[src/ssl_params.svh]
/*
 status led sequencer constants: timebase, blink periods, code lengths.
 assumes a 20 MHz system clock.
*/
`ifndef SSL_PARAMS_SVH
`define SSL_PARAMS_SVH
`define SSL_CLK_HZ 20000000
`define SSL_TICK_MS 250
`define SSL_TICK_CYCLES ((`SSL_CLK_HZ / 1000) * `SSL_TICK_MS)
`define SSL_TICKS_PER_SEC 4
`define SSL_PAUSE_SEC 2
`define SSL_THERM_BLINKS 2
`define SSL_MEM_BLINKS 5
`define SSL_VID_BLINKS 6
`define SSL_ASM_BLINKS 7
`define SSL_ROM_BLINKS 8
`define SSL_FLASH_FAIL_BLINKS 2
`endif

[src/ssl_pkg.sv]
/*
 types for the status led sequencer.
 assumes ssl_params.svh supplies the numeric constants.
*/
package ssl_pkg;
   typedef enum logic [2:0] {
      SSL_PWR_OFF = 3'h0,
      SSL_PWR_S0 = 3'h1,
      SSL_PWR_S1 = 3'h2,
      SSL_PWR_S3 = 3'h3,
      SSL_PWR_S4 = 3'h4,
      SSL_PWR_S5 = 3'h5
   } ssl_pwr_e;
   typedef enum logic [3:0] {
      SSL_PH_IDLE = 4'h1,
      SSL_PH_BLINK = 4'h2,
      SSL_PH_PAUSE = 4'h4,
      SSL_PH_DONE = 4'h8
   } ssl_phase_e;
   typedef logic [22:0] ssl_div_t;
   typedef struct packed {
      ssl_div_t div;
      logic tick;
      logic [3:0] sub;
      logic [3:0] sec;
      ssl_phase_e phase;
      logic [3:0] code;
      logic flash_done;
      logic [1:0] kb_step;
      logic [2:0] kb_count;
      logic led_green;
      logic led_red;
      logic hdd_led;
      logic num_led;
      logic caps_led;
      logic scroll_led;
   } ssl_state_s;
endpackage : ssl_pkg

[src/ssl_led_sequencer.sv]
/*
 status led sequencer: power led, drive led and keyboard lock led codes.
 assumes status inputs are synchronous levels from firmware, 20 MHz clock.
*/
// Overview of operation
// [RL1] S0 without fault: power led steady green.
// [RL2] S1 and S3: power led blinks green at half a hertz.
// [RL3] S4, S5 or off: power led dark.
// [RL4] processor missing: power led steady red.
// [RL5] no memory installed: power led blinks red at two hertz.
// [RL6] thermal shutdown: red once per second two seconds, dark two seconds.
// [RL7] memory error: five red blinks one per second, two-second pause.
// [RL8] video error: six red blinks in six seconds, two-second pause.
// [RL9] board assembly failure: seven red blinks, two-second pause.
// [RL10] bad rom checksum: eight red blinks, two-second pause.
// [RL11] rom programming steady red; afterwards green blink once per second.
// [RL12] drive led green only during drive activity.
// [RL13] boot memory failure: num lock blinks, others off.
// [RL14] graphics failure: caps lock blinks, others off.
// [RL15] failure before graphics init: scroll lock blinks, others off.
// [RL16] recovery diskette or drive problem: num lock steady.
// [RL17] password prompt: caps lock steady, others off.
// [RL18] flash failed: all three lock leds blink together twice.
// [RL19] network lock: lock leds blink in order num, caps, scroll.
// [RL20] boot block update done: all three lock leds steady.
// [RL21] keyboard codes only to a ps/2 keyboard, never usb.
`timescale 1ns/1ps
`include "ssl_params.svh"
module ssl_led_sequencer (
   // clock and reset
   input wire logic clk,
   input wire logic rst,
   // power state and faults
   input wire ssl_pkg::ssl_pwr_e pwr_state,
   input wire logic cpu_missing,
   input wire logic no_memory,
   input wire logic thermal_trip,
   input wire logic mem_error,
   input wire logic video_error,
   input wire logic board_assembly_fail,
   input wire logic rom_checksum_bad,
   input wire logic rom_programming,
   input wire logic rom_program_done,
   input wire logic hdd_active,
   // boot diagnostics
   input wire logic kb_is_ps2,
   input wire logic boot_mem_fail,
   input wire logic boot_gfx_fail,
   input wire logic boot_pre_gfx_fail,
   input wire logic recovery_media_fail,
   input wire logic password_prompt,
   input wire logic flash_failed,
   input wire logic network_lock,
   input wire logic bootblock_ok,
   // leds
   output logic power_led_green,
   output logic power_led_red,
   output logic hdd_led,
   output logic num_led,
   output logic caps_led,
   output logic scroll_led
);
   import ssl_pkg::*;

   localparam ssl_div_t TICK_LAST = ssl_div_t'(`SSL_TICK_CYCLES - 1);
   localparam logic [3:0] TPS = 4'(`SSL_TICKS_PER_SEC);

   ssl_state_s r;
   ssl_state_s next_r;

   // blink-code length for the active red sequence, zero when none
   function automatic logic [3:0] code_len(input logic th, input logic me,
         input logic vi, input logic ba, input logic ro);
      if (th) begin
         code_len = 4'(`SSL_THERM_BLINKS);
      end else if (me) begin
         code_len = 4'(`SSL_MEM_BLINKS);
      end else if (vi) begin
         code_len = 4'(`SSL_VID_BLINKS);
      end else if (ba) begin
         code_len = 4'(`SSL_ASM_BLINKS);
      end else if (ro) begin
         code_len = 4'(`SSL_ROM_BLINKS);
      end else begin
         code_len = 4'h0;
      end
   endfunction : code_len

   logic [3:0] want;
   logic sec_end;
   logic half_on;
   logic fast_on;
   logic slow_on;
   logic kb_on;

   always_comb begin
      next_r = r;
      want = code_len(thermal_trip, mem_error, video_error,
            board_assembly_fail, rom_checksum_bad);
      next_r.tick = (r.div == TICK_LAST);
      next_r.div = next_r.tick ? '0 : ssl_div_t'(r.div + 1'b1);
      sec_end = r.tick && (r.sub == TPS - 4'h1);
      if (r.tick) begin
         next_r.sub = sec_end ? 4'h0 : 4'(r.sub + 4'h1);
      end
      // 4 ticks a second: on for the first half
      half_on = (r.sub < 4'h2);
      fast_on = r.sub[0];
      // 0.5 Hz: one second on, one second off
      slow_on = ~r.sec[0];

      // coded red sequences restart when the code changes
      if (want != r.code) begin
         next_r.code = want;
         next_r.phase = (want == 4'h0) ? SSL_PH_IDLE : SSL_PH_BLINK;
         next_r.sec = 4'h0;
         next_r.sub = 4'h0;
         next_r.div = '0;
      end else if (sec_end) begin
         case (r.phase)
            SSL_PH_BLINK: begin
               if (r.sec == 4'(r.code - 4'h1)) begin
                  next_r.phase = SSL_PH_PAUSE; // [RL6] [RL7] [RL8] [RL9] [RL10]
                  next_r.sec = 4'h0;
               end else begin
                  next_r.sec = 4'(r.sec + 4'h1);
               end
            end
            SSL_PH_PAUSE: begin
               if (r.sec == 4'(`SSL_PAUSE_SEC - 1)) begin
                  next_r.phase = SSL_PH_BLINK;
                  next_r.sec = 4'h0;
               end else begin
                  next_r.sec = 4'(r.sec + 4'h1);
               end
            end
            default: begin
               next_r.sec = 4'(r.sec + 4'h1);
            end
         endcase
      end

      // rom programming completion latch
      if (rom_programming) begin
         next_r.flash_done = 1'b0;
      end else if (rom_program_done) begin
         next_r.flash_done = 1'b1;
      end

      // power led priority: faults first, then power state
      next_r.led_green = 1'b0;
      next_r.led_red = 1'b0;
      if (rom_programming) begin
         next_r.led_red = 1'b1; // [RL11]
      end else if (r.flash_done) begin
         next_r.led_green = half_on; // [RL11]
      end else if (cpu_missing) begin
         next_r.led_red = 1'b1; // [RL4]
      end else if (r.code != 4'h0 && r.code == want) begin
         next_r.led_red = (r.phase == SSL_PH_BLINK) && half_on; // [RL6] [RL7] [RL8] [RL9] [RL10]
      end else if (no_memory) begin
         next_r.led_red = fast_on; // [RL5]
      end else begin
         case (pwr_state)
            SSL_PWR_S0: next_r.led_green = 1'b1; // [RL1]
            SSL_PWR_S1, SSL_PWR_S3: next_r.led_green = slow_on; // [RL2]
            default: next_r.led_green = 1'b0; // [RL3]
         endcase
      end

      next_r.hdd_led = hdd_active; // [RL12]

      // network lock walk: one led per second
      if (!network_lock) begin
         next_r.kb_step = 2'h0;
      end else if (sec_end) begin
         next_r.kb_step = (r.kb_step == 2'h2) ? 2'h0 : 2'(r.kb_step + 2'h1);
      end
      // flash failure: count four one-second phases (two lit), then stay dark
      if (!flash_failed) begin
         next_r.kb_count = 3'h0;
      end else if (sec_end && r.kb_count < 3'(2 * `SSL_FLASH_FAIL_BLINKS)) begin
         next_r.kb_count = 3'(r.kb_count + 3'h1);
      end
      kb_on = half_on && !r.kb_count[0]
            && (r.kb_count < 3'(2 * `SSL_FLASH_FAIL_BLINKS));

      next_r.num_led = 1'b0;
      next_r.caps_led = 1'b0;
      next_r.scroll_led = 1'b0;
      // usb keyboards get nothing, so lock leds stay dark
      if (kb_is_ps2) begin // [RL21]
         if (flash_failed) begin
            next_r.num_led = kb_on; // [RL18]
            next_r.caps_led = kb_on;
            next_r.scroll_led = kb_on;
         end else if (bootblock_ok) begin
            next_r.num_led = 1'b1; // [RL20]
            next_r.caps_led = 1'b1;
            next_r.scroll_led = 1'b1;
         end else if (network_lock) begin
            next_r.num_led = (r.kb_step == 2'h0); // [RL19]
            next_r.caps_led = (r.kb_step == 2'h1);
            next_r.scroll_led = (r.kb_step == 2'h2);
         end else if (boot_mem_fail) begin
            next_r.num_led = half_on; // [RL13]
         end else if (boot_gfx_fail) begin
            next_r.caps_led = half_on; // [RL14]
         end else if (boot_pre_gfx_fail) begin
            next_r.scroll_led = half_on; // [RL15]
         end else if (recovery_media_fail) begin
            next_r.num_led = 1'b1; // [RL16]
         end else if (password_prompt) begin
            next_r.caps_led = 1'b1; // [RL17]
         end
      end
   end

   always_ff @(posedge clk or posedge rst) begin
      if (rst) begin
         r <= '{div: '0, tick: 1'b0, sub: 4'h0, sec: 4'h0, phase: SSL_PH_IDLE,
               code: 4'h0, flash_done: 1'b0, kb_step: 2'h0, kb_count: 3'h0,
               led_green: 1'b0, led_red: 1'b0, hdd_led: 1'b0, num_led: 1'b0,
               caps_led: 1'b0, scroll_led: 1'b0};
      end else begin
         r <= next_r;
      end
   end

   assign power_led_green = r.led_green;
   assign power_led_red = r.led_red;
   assign hdd_led = r.hdd_led;
   assign num_led = r.num_led;
   assign caps_led = r.caps_led;
   assign scroll_led = r.scroll_led;
endmodule : ssl_led_sequencer

[config.mk]
export PLATFORM = sky130hd
export DESIGN_NAME = ssl_led_sequencer
export DESIGN_NICKNAME = d
export VERILOG_FILES = /design/src/ssl_pkg.sv /design/src/ssl_led_sequencer.sv
export VERILOG_INCLUDE_DIRS = /design/src
export SDC_FILE = /design/constraint.sdc
export NUM_CORES = 1
export LEC_CHECK = 0
export BUFFER_PORTS_ARGS = -buffer_cell sky130_fd_sc_hd__buf_2
export CORE_ASPECT_RATIO = 0.9
export CORE_MARGIN = 2
export CORE_UTILIZATION = 58
export DETAILED_ROUTE_END_ITERATION = 8
export HOLD_SLACK_MARGIN = 0.02
export PLACE_DENSITY = 0.83
export SYNTH_ARGS = -nofsm -noshare
export SYNTH_HDL_FRONTEND = slang
export SYNTH_SLANG_ARGS = --single-unit
[constraint.sdc]
create_clock -name clk -period 2.6 [get_ports clk]
set_clock_uncertainty 0.15 [all_clocks]
set_input_delay 0 -clock clk [delete_from_list [all_inputs] [get_ports clk]]
set_output_delay 0 -clock clk [all_outputs]
set_load 0.02 [all_outputs]
# ---- Yosys cells after proc, flatten, opt, wreduce, memory -nomap -nowiden
# Cells that the tools add are included.
dict set report totals {
  output_inout_bits 6
  elab_cells 108
  in_bits 24
  reg_bits 52
}
dict set report classes {
  muxes 51
  n_eq_ne 17
  n_bitwise 1
  n_lt_le_gt_ge 2
  n_reduce_logical 16
  n_addsub 6
}
# cell n
set op_table {}
lappend op_table {{4-bit 2-to-1 mux} 12}
lappend op_table {{23-bit 2-to-1 mux} 2}
lappend op_table {{23-bit by 1-bit adder with 23-bit output (second input constant)} 1}
lappend op_table {{23-bit equality test (second input constant)} 1}
lappend op_table {{1-bit 2-to-1 mux} 20}
lappend op_table {{3-bit 2-to-1 mux} 6}
lappend op_table {{8-bit 2-to-1 mux} 2}
lappend op_table {{4-bit one-hot mux with 2 select lines} 2}
lappend op_table {{2-bit 2-to-1 mux} 6}
lappend op_table {{4-bit by 1-bit adder with 4-bit output (second input constant)} 2}
lappend op_table {{4-bit by 2-bit equality test with 1-bit output (second input constant)} 2}
lappend op_table {{4-bit equality test} 2}
lappend op_table {{3-bit by 2-bit equality test with 1-bit output (second input constant)} 2}
lappend op_table {{1-bit logical AND} 6}
lappend op_table {{3-bit inequality test (second input constant)} 2}
lappend op_table {{2-bit nonzero test} 3}
lappend op_table {{4-bit by 1-bit equality test with 1-bit output (second input constant)} 1}
lappend op_table {{4-bit by 3-bit equality test with 1-bit output (second input constant)} 1}
lappend op_table {{4-bit zero test} 1}
lappend op_table {{4-bit by 2-bit < comparator with 1-bit output (second input constant)} 1}
lappend op_table {{2-bit by 1-bit inequality test with 1-bit output (second input constant)} 2}
lappend op_table {{4-bit inequality test} 1}
lappend op_table {{4-bit AND reduction} 1}
lappend op_table {{4-bit nonzero test} 1}
lappend op_table {{other kinds (13)} 13}

# ---- Longest topological paths before layout
# Gate-level depths: netlist of run 1.
dict set report logic_depth {
  word_depth 11
  mapped_depth 8
  mapped_depth_nobuf 7
}

# ---- Least setup slack after synthesis of run 1
# Ideal clock, no wire load.
dict set report synth_path {
  path_type {register to register}
  start {register r[12] (netlist bit)}
  end {register r[17] (netlist bit)}
  t_arrival_ns 1.982
  path_slack_ns 0.388
  n_path_buf 1
  setup_time_ns 0.080
  synth_period_minus_slack_ns 2.212
  t_required_ns 2.370
  path_stages_with_launch 9
  path_cell_list {dfrtp_1 > inv_1 > ha_1 > xor2_1 > nand3_1 > or3_1 > buf_6 > a2111oi_4 > a2bb2oi_1}
}
dict set report synth_via {
  elab_chain_cells 4
  word_cells_on_any_way 9
  classes_between {add/sub (1); eq/ne (4); mux (1); reduce/logical (3)}
}
# element line
set synth_lines {}
lappend synth_lines {{from (decl)} ssl_led_sequencer.sv:68} ;# ssl_state_s r;
lappend synth_lines {{from (signal assigned)} ssl_led_sequencer.sv:221} ;# r <= '{div: '0, tick: 1'b0, sub: 4'h0, sec: 4'h0, phase: SSL_PH_IDLE,
lappend synth_lines {{from (signal assigned)} ssl_led_sequencer.sv:226} ;# r <= next_r;
lappend synth_lines {{4-bit by 1-bit subtractor with 4-bit output} ssl_led_sequencer.sv:122} ;# if (r.sec == 4'(r.code - 4'h1)) begin
lappend synth_lines {{4-bit equality test} ssl_led_sequencer.sv:122}
lappend synth_lines {{3-bit inequality test (no source line)} n/a}
lappend synth_lines {{4-bit AND reduction (no source line)} n/a}
# Parallel ways exist; a longest one is shown, timed or not.
# A chain may end at the register's enable or synchronous reset.

==> results of run 1 <==
-- synth_stat cells (2+ instances only) --
cell / n / area share
ha_1: 7 / 0.032
and2_1: 3 / 0.0069
nand3_1: 20 / 0.037
mux2i_1: 2 / 0.0073
or3_1: 3 / 0.0069
nor4_1: 5 / 0.011
and4_1: 4 / 0.013
inv_1: 13 / 0.018
clkbuf_1: 3 / 0.0041
nor3b_1: 3 / 0.0082
buf_4: 2 / 0.0055
a21o_1: 2 / 0.0055
nand4b_1: 2 / 0.0064
nor3_1: 11 / 0.020
a21oi_1: 10 / 0.018
nand4_1: 9 / 0.021
o21ai_0: 6 / 0.011
buf_6: 2 / 0.0082
a31oi_1: 6 / 0.014
nor2_1: 45 / 0.062
nand2_1: 23 / 0.032
nand3b_1: 2 / 0.0055
nor2b_1: 3 / 0.0069
xor2_1: 14 / 0.045
and3_1: 2 / 0.0046
xnor2_1: 15 / 0.048
dfrtp_1: 50 / 0.46
-- worst register-to-register path, delay by kind of cell (launching register included) --
family / cells / cell delay, ns
buf+inv: 1 / 0.58
simple gates: 2 / 0.77
flops: 1 / 0.44
compound gates: 3 / 0.46
-- per-layer routing --
layer / wire length, µm / part of all wire
met2: 2821 / 0.47
met3: 257 / 0.043
met5: 0 / 0
met4: 111 / 0.019
met1: 2774 / 0.47
-- layout make-up --
class / instances / area [µm²] / area share
Sequential cell: 51 / 1277 / 0.3906
Multi-Input combinational cell: 218 / 1361 / 0.4162
Tap cell: 62 / 77.57 / 0.02372
Timing Repair Buffer: 57 / 412.9 / 0.1262
Inverter: 14 / 52.55 / 0.01607
Clock inverter: 3 / 20.02 / 0.006121
Clock buffer: 5 / 68.82 / 0.02104
-- path summary, 6_finish.rpt --
kind                        startpoint         endpoint  cells after the start
setup / recovery                 r[26]          num_led                      6
hold / removal             cpu_missing  power_led_green                      5
setup reg to reg                 r[26]          num_led                      6
hold reg to reg                  r[29]            r[29]                      1
max in group asynchronous          rst            r[16]                      4
min in group asynchronous          rst            r[49]                      3
-- state kept, by name (all words and copies together) (netlist names) --
register	count
power_led_green	1
caps_led	1
num_led	1
fast_on	1
hdd_led	1
r	44
power_led_red	1
scroll_led	1
-- power by group through the flow --
stage          combinational [mW]  clock, mW  sequential (mW)
3_3_place_gp                0.131          0            0.831
2_1_floorplan              0.0764          0            0.838
3_5_place_dp                0.134          0            0.832
5_1_grt                     0.183      0.503            0.818
6_report                    0.163      0.463            0.816
4_1_cts                     0.161      0.472            0.816
-- timing repair --
action | in CTS | in global routing
hold endpoints to repair | 44 | 0
hold buffers | 23 | 0
gates resized for setup | 0 | 0
-- kinds of logic after synthesis --
family,share of synthesized area
AOI/OAI and AO/OA,0.09498
buffers and inverters,0.03698
xor gates and xnor gates,0.09863
and+or+nand+nor,0.2598
muxes,0.01142
adders and majority gates,0.03196
DFF,0.4662
-- stage by stage --
| stage | std cells | setup slack [ns] |
|---|---|---|
| 3_3_place_gp | 379 | 0.2903 |
| 6_report | 410 | 0.1402 |
| 4_1_cts | 410 | 0.1715 |
| 3_5_place_dp | 379 | 0.2067 |
| 5_1_grt | 410 | 0.01668 |
| 2_1_floorplan | 290 | 0.3879 |
==> results.md, run 1 <==
* Final Hold Vio Count at 0
* Clock share of power at 0.321
* DRC at 0
* Critical path's largest stage delay at around 0.69 ns
* Worst skew pair latency at 0.32 ns
* Power Dens Cells at between 400 and 500 mW/mm²
* Internal reg-to-reg setup slack at 0.14 ns
* Via-to-Cell Ratio at about 5.7
* Max cap viols at 0
* Met2 Track Usage GR at 0.4061
* Total Routing Usage GR at 0.2433
* Worst hold slack at 0.03565 ns
* Post-Syn Nets at between 300 and 400
* Critical Path RT at 2.71 ns
* Slew Limit Fails at 0
* Buf/Inv on CP at 1
* Crit path arrival time at 2.57 ns
* Ant. Diodes at 0
* Commonest non-fill, non-tap cells in the layout: dfrtp_1 (50), nor2_1 (45), buf_2 (29), nand2_1 (23), dlygate4sd3_1 (23)
* Switch share at 0.2615
* CTS Buffer Depth at 2
* Avg Inst Size Synth at 9.449 µm²
* GR peak layer: met2
* Crit path max-delay cell type: nor3_1
* Syn Inst Count at 290
* H-tree depth at 2
* Die Y at 69.21 µm
* Net switching power at 0.3771 mW
* Core Util, Final at 0.7285
* Post-synth EDFFs at 0
* Iteration-0 DRC Markers at 181
* GPL Wtd Cong at ~0.86
* First-pass GRT wire length at 10.41 mm
* Slew HR at 0.4607
* Via count at about 2300
* Sequential Power Share at 0.566
* Met1 Track Usage GR at 0.3218
* Worst-path cell chain: nor3_1 > a21oi_1 > o21ai_0 > a21oi_1 > dlygate4sd3_1 > nor2_1
* Fin crit period at approximately 2.5 ns
* Combinational share of power at 0.113
* Routed wire length per instance at 14.55 µm
* Ys async rst share at 1.000
* Internal at 1.065 mW
* Die Area at 0.005291 mm²
* Router iterations before antenna repair at 5
* Final setup viols at 0
* Root Driver: clkbuf_8
* Antenna violations before repair at 0
* Gr ovfl total at 0
* Delay-heaviest family, CP: simple AND/OR/NAND/NOR gates
* Worst vdd rail ir drop at 397.7 µV
* Yosys cell types at 50
* PortBufs at 29
* Layout area overhead at 19.36%
* Most common cell after layout, fill and taps aside: dfrtp_1
* Period utilisation layout at 0.9461
* Routed Wire Length at 5.965 mm
* Post-CTS setup buffers at 0
* RSZ-0062 raised after global routing: false
* Number of global-route vias before repair at 2300
* Status: complete, no violations
* TNS Setup at 0 ns
* Hold Crit Class: input port to register
* Core area at 0.004489 mm²
* Cell Area, Synth at 0.002740 mm²
* CP Launch Type: register
* Power Total at approximately 1.4 mW
* Register area share after synthesis at 0.4662
* Initial Util at 0.6104
* #FFs+latches synth at 51
* Fill cells at 351
* Synth warn at 0
* Antenna violation net count after detailed routing at 0
* Critical path endpoint category: register
* Final nets at approximately 380
* Largest net degree at the start of global routing at 29
* Share of cells above drive strength 1 at 0.1408
* Die W at 76.45 µm
* Worst-Margin Slew at 0.8028 ns
* Std-Cell Rows at 23
* M3 GR Usage at 0.05729
* Clock slew seen by the registers of the worst setup and hold paths at 0.10 ns
* Crit Path Class: register to register
* DP Area at 0.002952 mm²
* CTS tree: done
* CTS buffer count at 5
* Achievable Freq at 406.5 MHz
* Main flop type after synthesis: dfrtp_1
* CTS Sinks at 51
* CP max FO at 6
* Final Instance Area at between 0.003 and 0.004 mm²
* HPWL Detailed at 3.856 mm
* Top Ports at 30
* Leakage at 1.384 nW
* Cell mode on critical path: a21oi_1
No activity file was read; power rests on OpenSTA's default activity.
==> run 2: changes to the inputs <==
- PLACE_DENSITY: 0.83 -> 0.81
==> run 2 against run 1 <==
  * Combinational power shrank 5%
  * Non-clock buffer count shrank 3
  * First-iteration DRC count shrank 48%
  * Largest power group unchanged
  * Total power grew 1.3%
  * Critical endpoint is now caps_led
  * Design area shrank 0.50%
  * Final cell count shrank 0.73%
  * Die area is the same
==> results.md, run 2 (synthesis results as in run 1) <==
* Iteration-0 DRC Markers at 94 (-48%)
* Power Dens Cells at 448.8 mW/mm² (+1.8%)
* TNS Setup at 0 ns (unchanged)
* Final worst slack at 0.1686 ns (+0.02841 ns)
* Slew Limit Fails at 0 (unchanged)
* CP Launch Type: register
* Clock slew seen by the registers of the worst setup and hold paths at 0.09 ns (about the same)
* Post-CTS Hold Buffers at 21 (-8.7%)
* Via-to-Cell Ratio at 5.440 (-3.9%)
* Ant. Diodes at 0 (unchanged)
* Hold Crit Class: input port to register
* Std-Cell Rows at 23 (unchanged)
* Period utilisation layout at 0.9352 (-0.01093)
* Final Instance Area at 0.003254 mm² (-0.50%)
* Critical path endpoint category: register
* DRC at 0 (unchanged)
* Max FFs per register at 44 (unchanged)
* Leakage at 1.381 nW (-0.23%)
* Fin crit period at 2.431 ns (-0.02841 ns)
* Final setup viols at 0 (unchanged)
* Number of global-route vias before repair at 2197 (-4.5%)
* Place WS at 0.1959 ns (-0.01087 ns)
* First-pass GRT wire length at 9.673 mm (-7.0%)
* Antenna violations before repair at 0 (unchanged)
* Worst-Margin Slew at 1.017 ns (+0.2137 ns)
* Gr ovfl total at 0 (unchanged)
* Final Hold Vio Count at 0 (unchanged)
* Share of cells above drive strength 1 at 0.1362 (-0.004573)
* Antenna violation net count after detailed routing at 0 (unchanged)
* DP Area at 0.002944 mm² (-0.25%)
* Max cap viols at 0 (unchanged)
* Post-CTS setup buffers at 0 (unchanged)
* Most common cell after layout, fill and taps aside: dfrtp_1
* Crit path max-delay cell type: dlygate4sd3_1
* Core area at 0.004489 mm² (unchanged)
* GPL Wtd Cong at 0.8251 (-3.6%)
* Status: complete, no violations
* Achievable Freq at 411.3 MHz (+1.2%)
* Routed wire length per instance at 13.29 µm (-8.6%)
* PortBufs at 29 (unchanged)
* Total Routing Usage GR at 0.2238 (-0.01949)
* Critical Path RT at 2.69 ns (-0.02 ns)
* Crit path arrival time at 2.52 ns (-0.05 ns)
* Commonest non-fill, non-tap cells in the layout: dfrtp_1 (50), nor2_1 (45), buf_2 (29), nand2_1 (23), dlygate4sd3_1 (21)
* Delay-heaviest family, CP: buffers and inverters
* H-tree depth at 2 (unchanged)
* Die Y at 69.21 µm (unchanged)
* Die W at 76.45 µm (unchanged)
* Worst vdd rail ir drop at 296.7 µV (-25%)
* Final nets at 375 (-0.79%)
* Buf/Inv on CP at 3 (+2)
* Die Area at 0.005291 mm² (unchanged)
* Final non-filler cell total at 407 (-0.73%)
* Worst skew pair latency at 0.30 ns (-0.02 ns)
* Cell mode on critical path: dlygate4sd3_1
* CTS Sinks at 51 (unchanged)
* CTS buffer count at 5 (unchanged)
* Initial Util at 0.6104 (unchanged)
* Layout area overhead at 18.77%
* CTS Buffer Depth at 2 (unchanged)
* Largest net degree at the start of global routing at 52 (+79%)
* Root Driver: clkbuf_8
* Worst-path cell chain: nor3_1 > buf_4 > nand3_1 > dlygate4sd3_1 > a21oi_1 > dlygate4sd3_1
* Top reg by flops: r
* HPWL Detailed at 3.672 mm (-4.8%)
* Placed Instances at 378 (-0.26%)
* Top Ports at 30 (unchanged)
* Via count at 2214 (-4.7%)
* Routed Wire Length at 5.411 mm (-9.3%)
* Router iterations before antenna repair at 4 (-1)
* Cts repair resizes at 0 (unchanged)
* CTS tree: done
* Critical path's largest stage delay at 0.56 ns (-0.13 ns)
* Crit Path Class: register to register
* Slew HR at 0.3213 (-0.1393)
* RSZ-0062 raised after global routing: false
* CP max FO at 6 (unchanged)
==> run 2: layout make-up <==
class / count / area, µm²
Sequential cell: 51 / 1277
Fill cell: 353 / 1235
Timing Repair Buffer: 54 / 385.4
Clock buffer: 8 / 100.1
Multi-Input combinational cell: 218 / 1361
Tap cell: 62 / 77.57
Inverter: 14 / 52.55
==> run 2: final timing paths <==
kind	startpoint	end	slack (ns)	depth (start not counted)
hold / removal	no_memory	power_led_green	0.03	5
min in group asynchronous	rst	caps_led	0.34	3
setup / recovery	r[26]	caps_led	0.17	6
hold reg to reg	r[29]	r[29]	0.34	1
max in group asynchronous	rst	scroll_led	1.33	3
setup reg to reg	r[26]	caps_led	0.17	6
==> run 2: where the power goes <==
group	total (mW)	switching [mW]	internal [mW]
logic	0.155	0.0879	0.0673
registers	0.815	0.0100	0.805
clock network	0.490	0.247	0.243
==> run 2: per-layer routing <==
metal / wire [µm] / vias to the layer above / global-route usage
met4: 63 / 0 / 0.07475
met3: 137 / 5 / 0.03385
met2: 2530 / 42 / 0.3746
met1: 2678 / 1054 / 0.3009
met5: 0 / - / 0
li1: - / 1113 / -
==> run 2: metrics by stage <==
stage	hold slack [ns]	util	power, mW
finish	0.02577	0.7249	1.461
CTS	0.02053	0.7249	1.478
global placement	-0.04122	0.6558	0.9582
global route	0.05936	0.7249	1.529
detailed placement	-0.04033	0.6558	0.9614
floorplan	-0.1186	-	0.9139
==> run 2: worst min-delay path, delay by kind of cell <==
kind            cells  cell delay (ns)
compound gates      2             0.23
simple gates        2             0.11
buf+inv             1             0.09
==> run 3: changes to the inputs <==
- CORE_ASPECT_RATIO: 0.9 -> 0.8
==> run 3 against run 2 <==
  * Final cell count up 1.2%
  * Via count up 1.4%
  * Sequential share of layout area down 0.89 points
  * Design area is 2.4% higher
  * Critical path type unchanged
  * Largest cell class unchanged
==> results.md, run 3 (synthesis results as in run 1) <==
* Status: complete, no violations
* Most common cell after layout, fill and taps aside: dfrtp_1
* Initial Util at 0.5997 (-0.01070)
* First-pass GRT wire length at 9.570 mm (-1.1%)
* Final non-filler cell total at 412 (+1.2%)
* Crit Path Class: register to register
* Period utilisation layout at 0.9739 (+0.03876)
* Top Ports at 30 (unchanged)
* Die W at 80.85 µm (+5.7%)
* Crit path max-delay cell type: dlygate4sd3_1
* Root Driver: clkbuf_8
* FF-to-FF Start: r[27]
* Delay-heaviest family, CP: buffers and inverters
* Final worst slack at 0.06781 ns (-0.1008 ns)
* Slew HR at 0.6478 (+0.3265)
* Std-Cell Rows at 22 (-4.3%)
* Power Dens Cells at 462.1 mW/mm² (+3.0%)
* Routed wire length per instance at 13.69 µm (+2.9%)
* Critical path's largest stage delay at 0.57 ns (about the same)
* CTS Sinks at 51 (unchanged)
* Layout area overhead at 21.64%
* Critical path endpoint category: register
* Ant. Diodes at 0 (unchanged)
* Crit path arrival time at 2.62 ns (+0.10 ns)
* Total Routing Usage GR at 0.2348 (+0.01096)
* Iteration-0 DRC Markers at 153 (+63%)
* RR Endpoint: num_led
* Place WS at 0.1690 ns (-0.02688 ns)
* Slew Limit Fails at 0 (unchanged)
* Top reg by flops: r
* Achievable Freq at 394.9 MHz (-4.0%)
* Max FFs per register at 44 (unchanged)
* CTS buffer count at 5 (unchanged)
* Worst vdd rail ir drop at 302.6 µV (+2.0%)
* Critical Path RT at 2.69 ns (about the same)
* DRC at 0 (unchanged)
* Hold Crit Class: input port to register
* Worst-path cell chain: nor3_2 > buf_4 > a21oi_1 > o21ai_0 > a21oi_1 > dlygate4sd3_1 > nor2_1 > dlygate4sd3_1
* Gr ovfl total at 0 (unchanged)
* Fin crit period at 2.532 ns (+0.1008 ns)
* Internal reg-to-reg setup slack at 0.07 ns (-0.10 ns)
* Die Area at 0.005293 mm² (about the same)
* Clock slew seen by the registers of the worst setup and hold paths at 0.09 ns (about the same)
* GPL Wtd Cong at 0.8384 (+1.6%)
* Router iterations before antenna repair at 4 (unchanged)
* Via-to-Cell Ratio at 5.447 (+0.12%)
* CTS tree: done
* Antenna violation net count after detailed routing at 0 (unchanged)
* Share of cells above drive strength 1 at 0.1563 (+0.02002)
* Die Y at 65.48 µm (-5.4%)
* Power Total at 1.540 mW (+5.5%)
* Commonest non-fill, non-tap cells in the layout: dfrtp_1 (49), nor2_1 (45), buf_2 (29), nand2_1 (23), dlygate4sd3_1 (23)
* Number of global-route vias before repair at 2136 (-2.8%)
* TNS Setup at 0 ns (unchanged)
* Placed Instances at 378 (unchanged)
* H-tree depth at 2 (unchanged)
* Final nets at 382 (+1.9%)
* Worst skew pair latency at 0.30 ns (about the same)
* Leakage at 1.424 nW (+3.1%)
* Largest net degree at the start of global routing at 24 (-54%)
* Worst-Margin Slew at 0.5243 ns (-0.4922 ns)
* Antenna violations before repair at 0 (unchanged)
* Routed Wire Length at 5.639 mm (+4.2%)
* Worst r2r path cells at 8 (+2)
* Buf/Inv on CP at 3 (unchanged)
* Core area at 0.004569 mm² (+1.8%)
* Via count at 2244 (+1.4%)
* Fill cells at 340 (-3.7%)
* Max cap viols at 0 (unchanged)
* Hold Crit Depth at 5 (unchanged)
* PortBufs at 29 (unchanged)
* Hold path startpoint: pwr_state[1]
* CTS Buffer Depth at 2 (unchanged)
* Final Hold Vio Count at 0 (unchanged)
* WHS Endpoint: power_led_green
* CP Launch Type: register
* Final setup viols at 0 (unchanged)
* HPWL Detailed at 3.874 mm (+5.5%)
* CP max FO at 5 (-1)
run 3: worst register-to-register path: cells and delay by family, from the launching register on:
kind                   cells  cell delay [ns]
AOI/OAI and AO/OA          3             0.25
DFF                        1             0.45
buffers and inverters      3             1.30
and+or+nand+nor            2             0.32
run 3: power breakdown:
group          leakage [nW]  switching [mW]  total (mW)  internal, mW
registers             0.681          0.0105       0.816         0.805
logic                 0.682          0.0887       0.160        0.0710
clock network        0.0612           0.253       0.565         0.312
run 3: how the worst max path moves through the flow:
stage | startpoint | endpoint | slack, ns | depth (start not counted)
global route | r[26] | num_led | -0.05 | 8
finish | r[27] | num_led | 0.07 | 8
detailed placement | r[12] | r[17] | 0.17 | 7
global placement | r[12] | r[17] | 0.28 | 7
floorplan | r[12] | r[17] | 0.39 | 8
CTS | r[26] | num_led | 0.07 | 8
run 3: through the flow:
| step | area, µm² | utilization | hold slack (ns) |
|---|---|---|---|
| 3_5_place_dp | 2957 | 0.6470 | -0.1097 |
| 5_1_grt | 3333 | 0.7295 | 0.07733 |
| 4_1_cts | 3304 | 0.7232 | 0.04429 |
| 3_3_place_gp | 2957 | 0.6470 | -0.1150 |
| 2_1_floorplan | 2740 | - | -0.1186 |
| 6_report | 3333 | 0.7295 | 0.04676 |
run 3: area by class of cell:
type	instances	area, µm²	share of cell area
inverter	14	52.55	0.01577
timing repair buffer	61	442.9	0.1329
multi-input combinational	218	1366	0.4099
tap	60	75.07	0.02252
clock inverter	2	35.03	0.01051
sequential	51	1279	0.3836
clock buffer	6	82.58	0.02477
run 3: what timing repair did:
action                                 in CTS  in global routing
setup endpoints to repair                   0                  1
gates resized for setup                     0                  2
endpoints found under the hold margin      57                  0
setup buffers                               0                  3
hold buffers                               23                  0
run 3: routing by layer:
| layer | GRT usage | vias to the layer above | share of wire | wire, µm |
|---|---|---|---|---|
| li1 | - | 1135 | - | - |
| met1 | 0.3309 | 1039 | 0.50 | 2792 |
| met2 | 0.3709 | 65 | 0.45 | 2532 |
| met3 | 0.04670 | 5 | 0.047 | 265 |
| met4 | 0.06568 | 0 | 0.0085 | 48 |
| met5 | 0 | - | 0 | 0 |
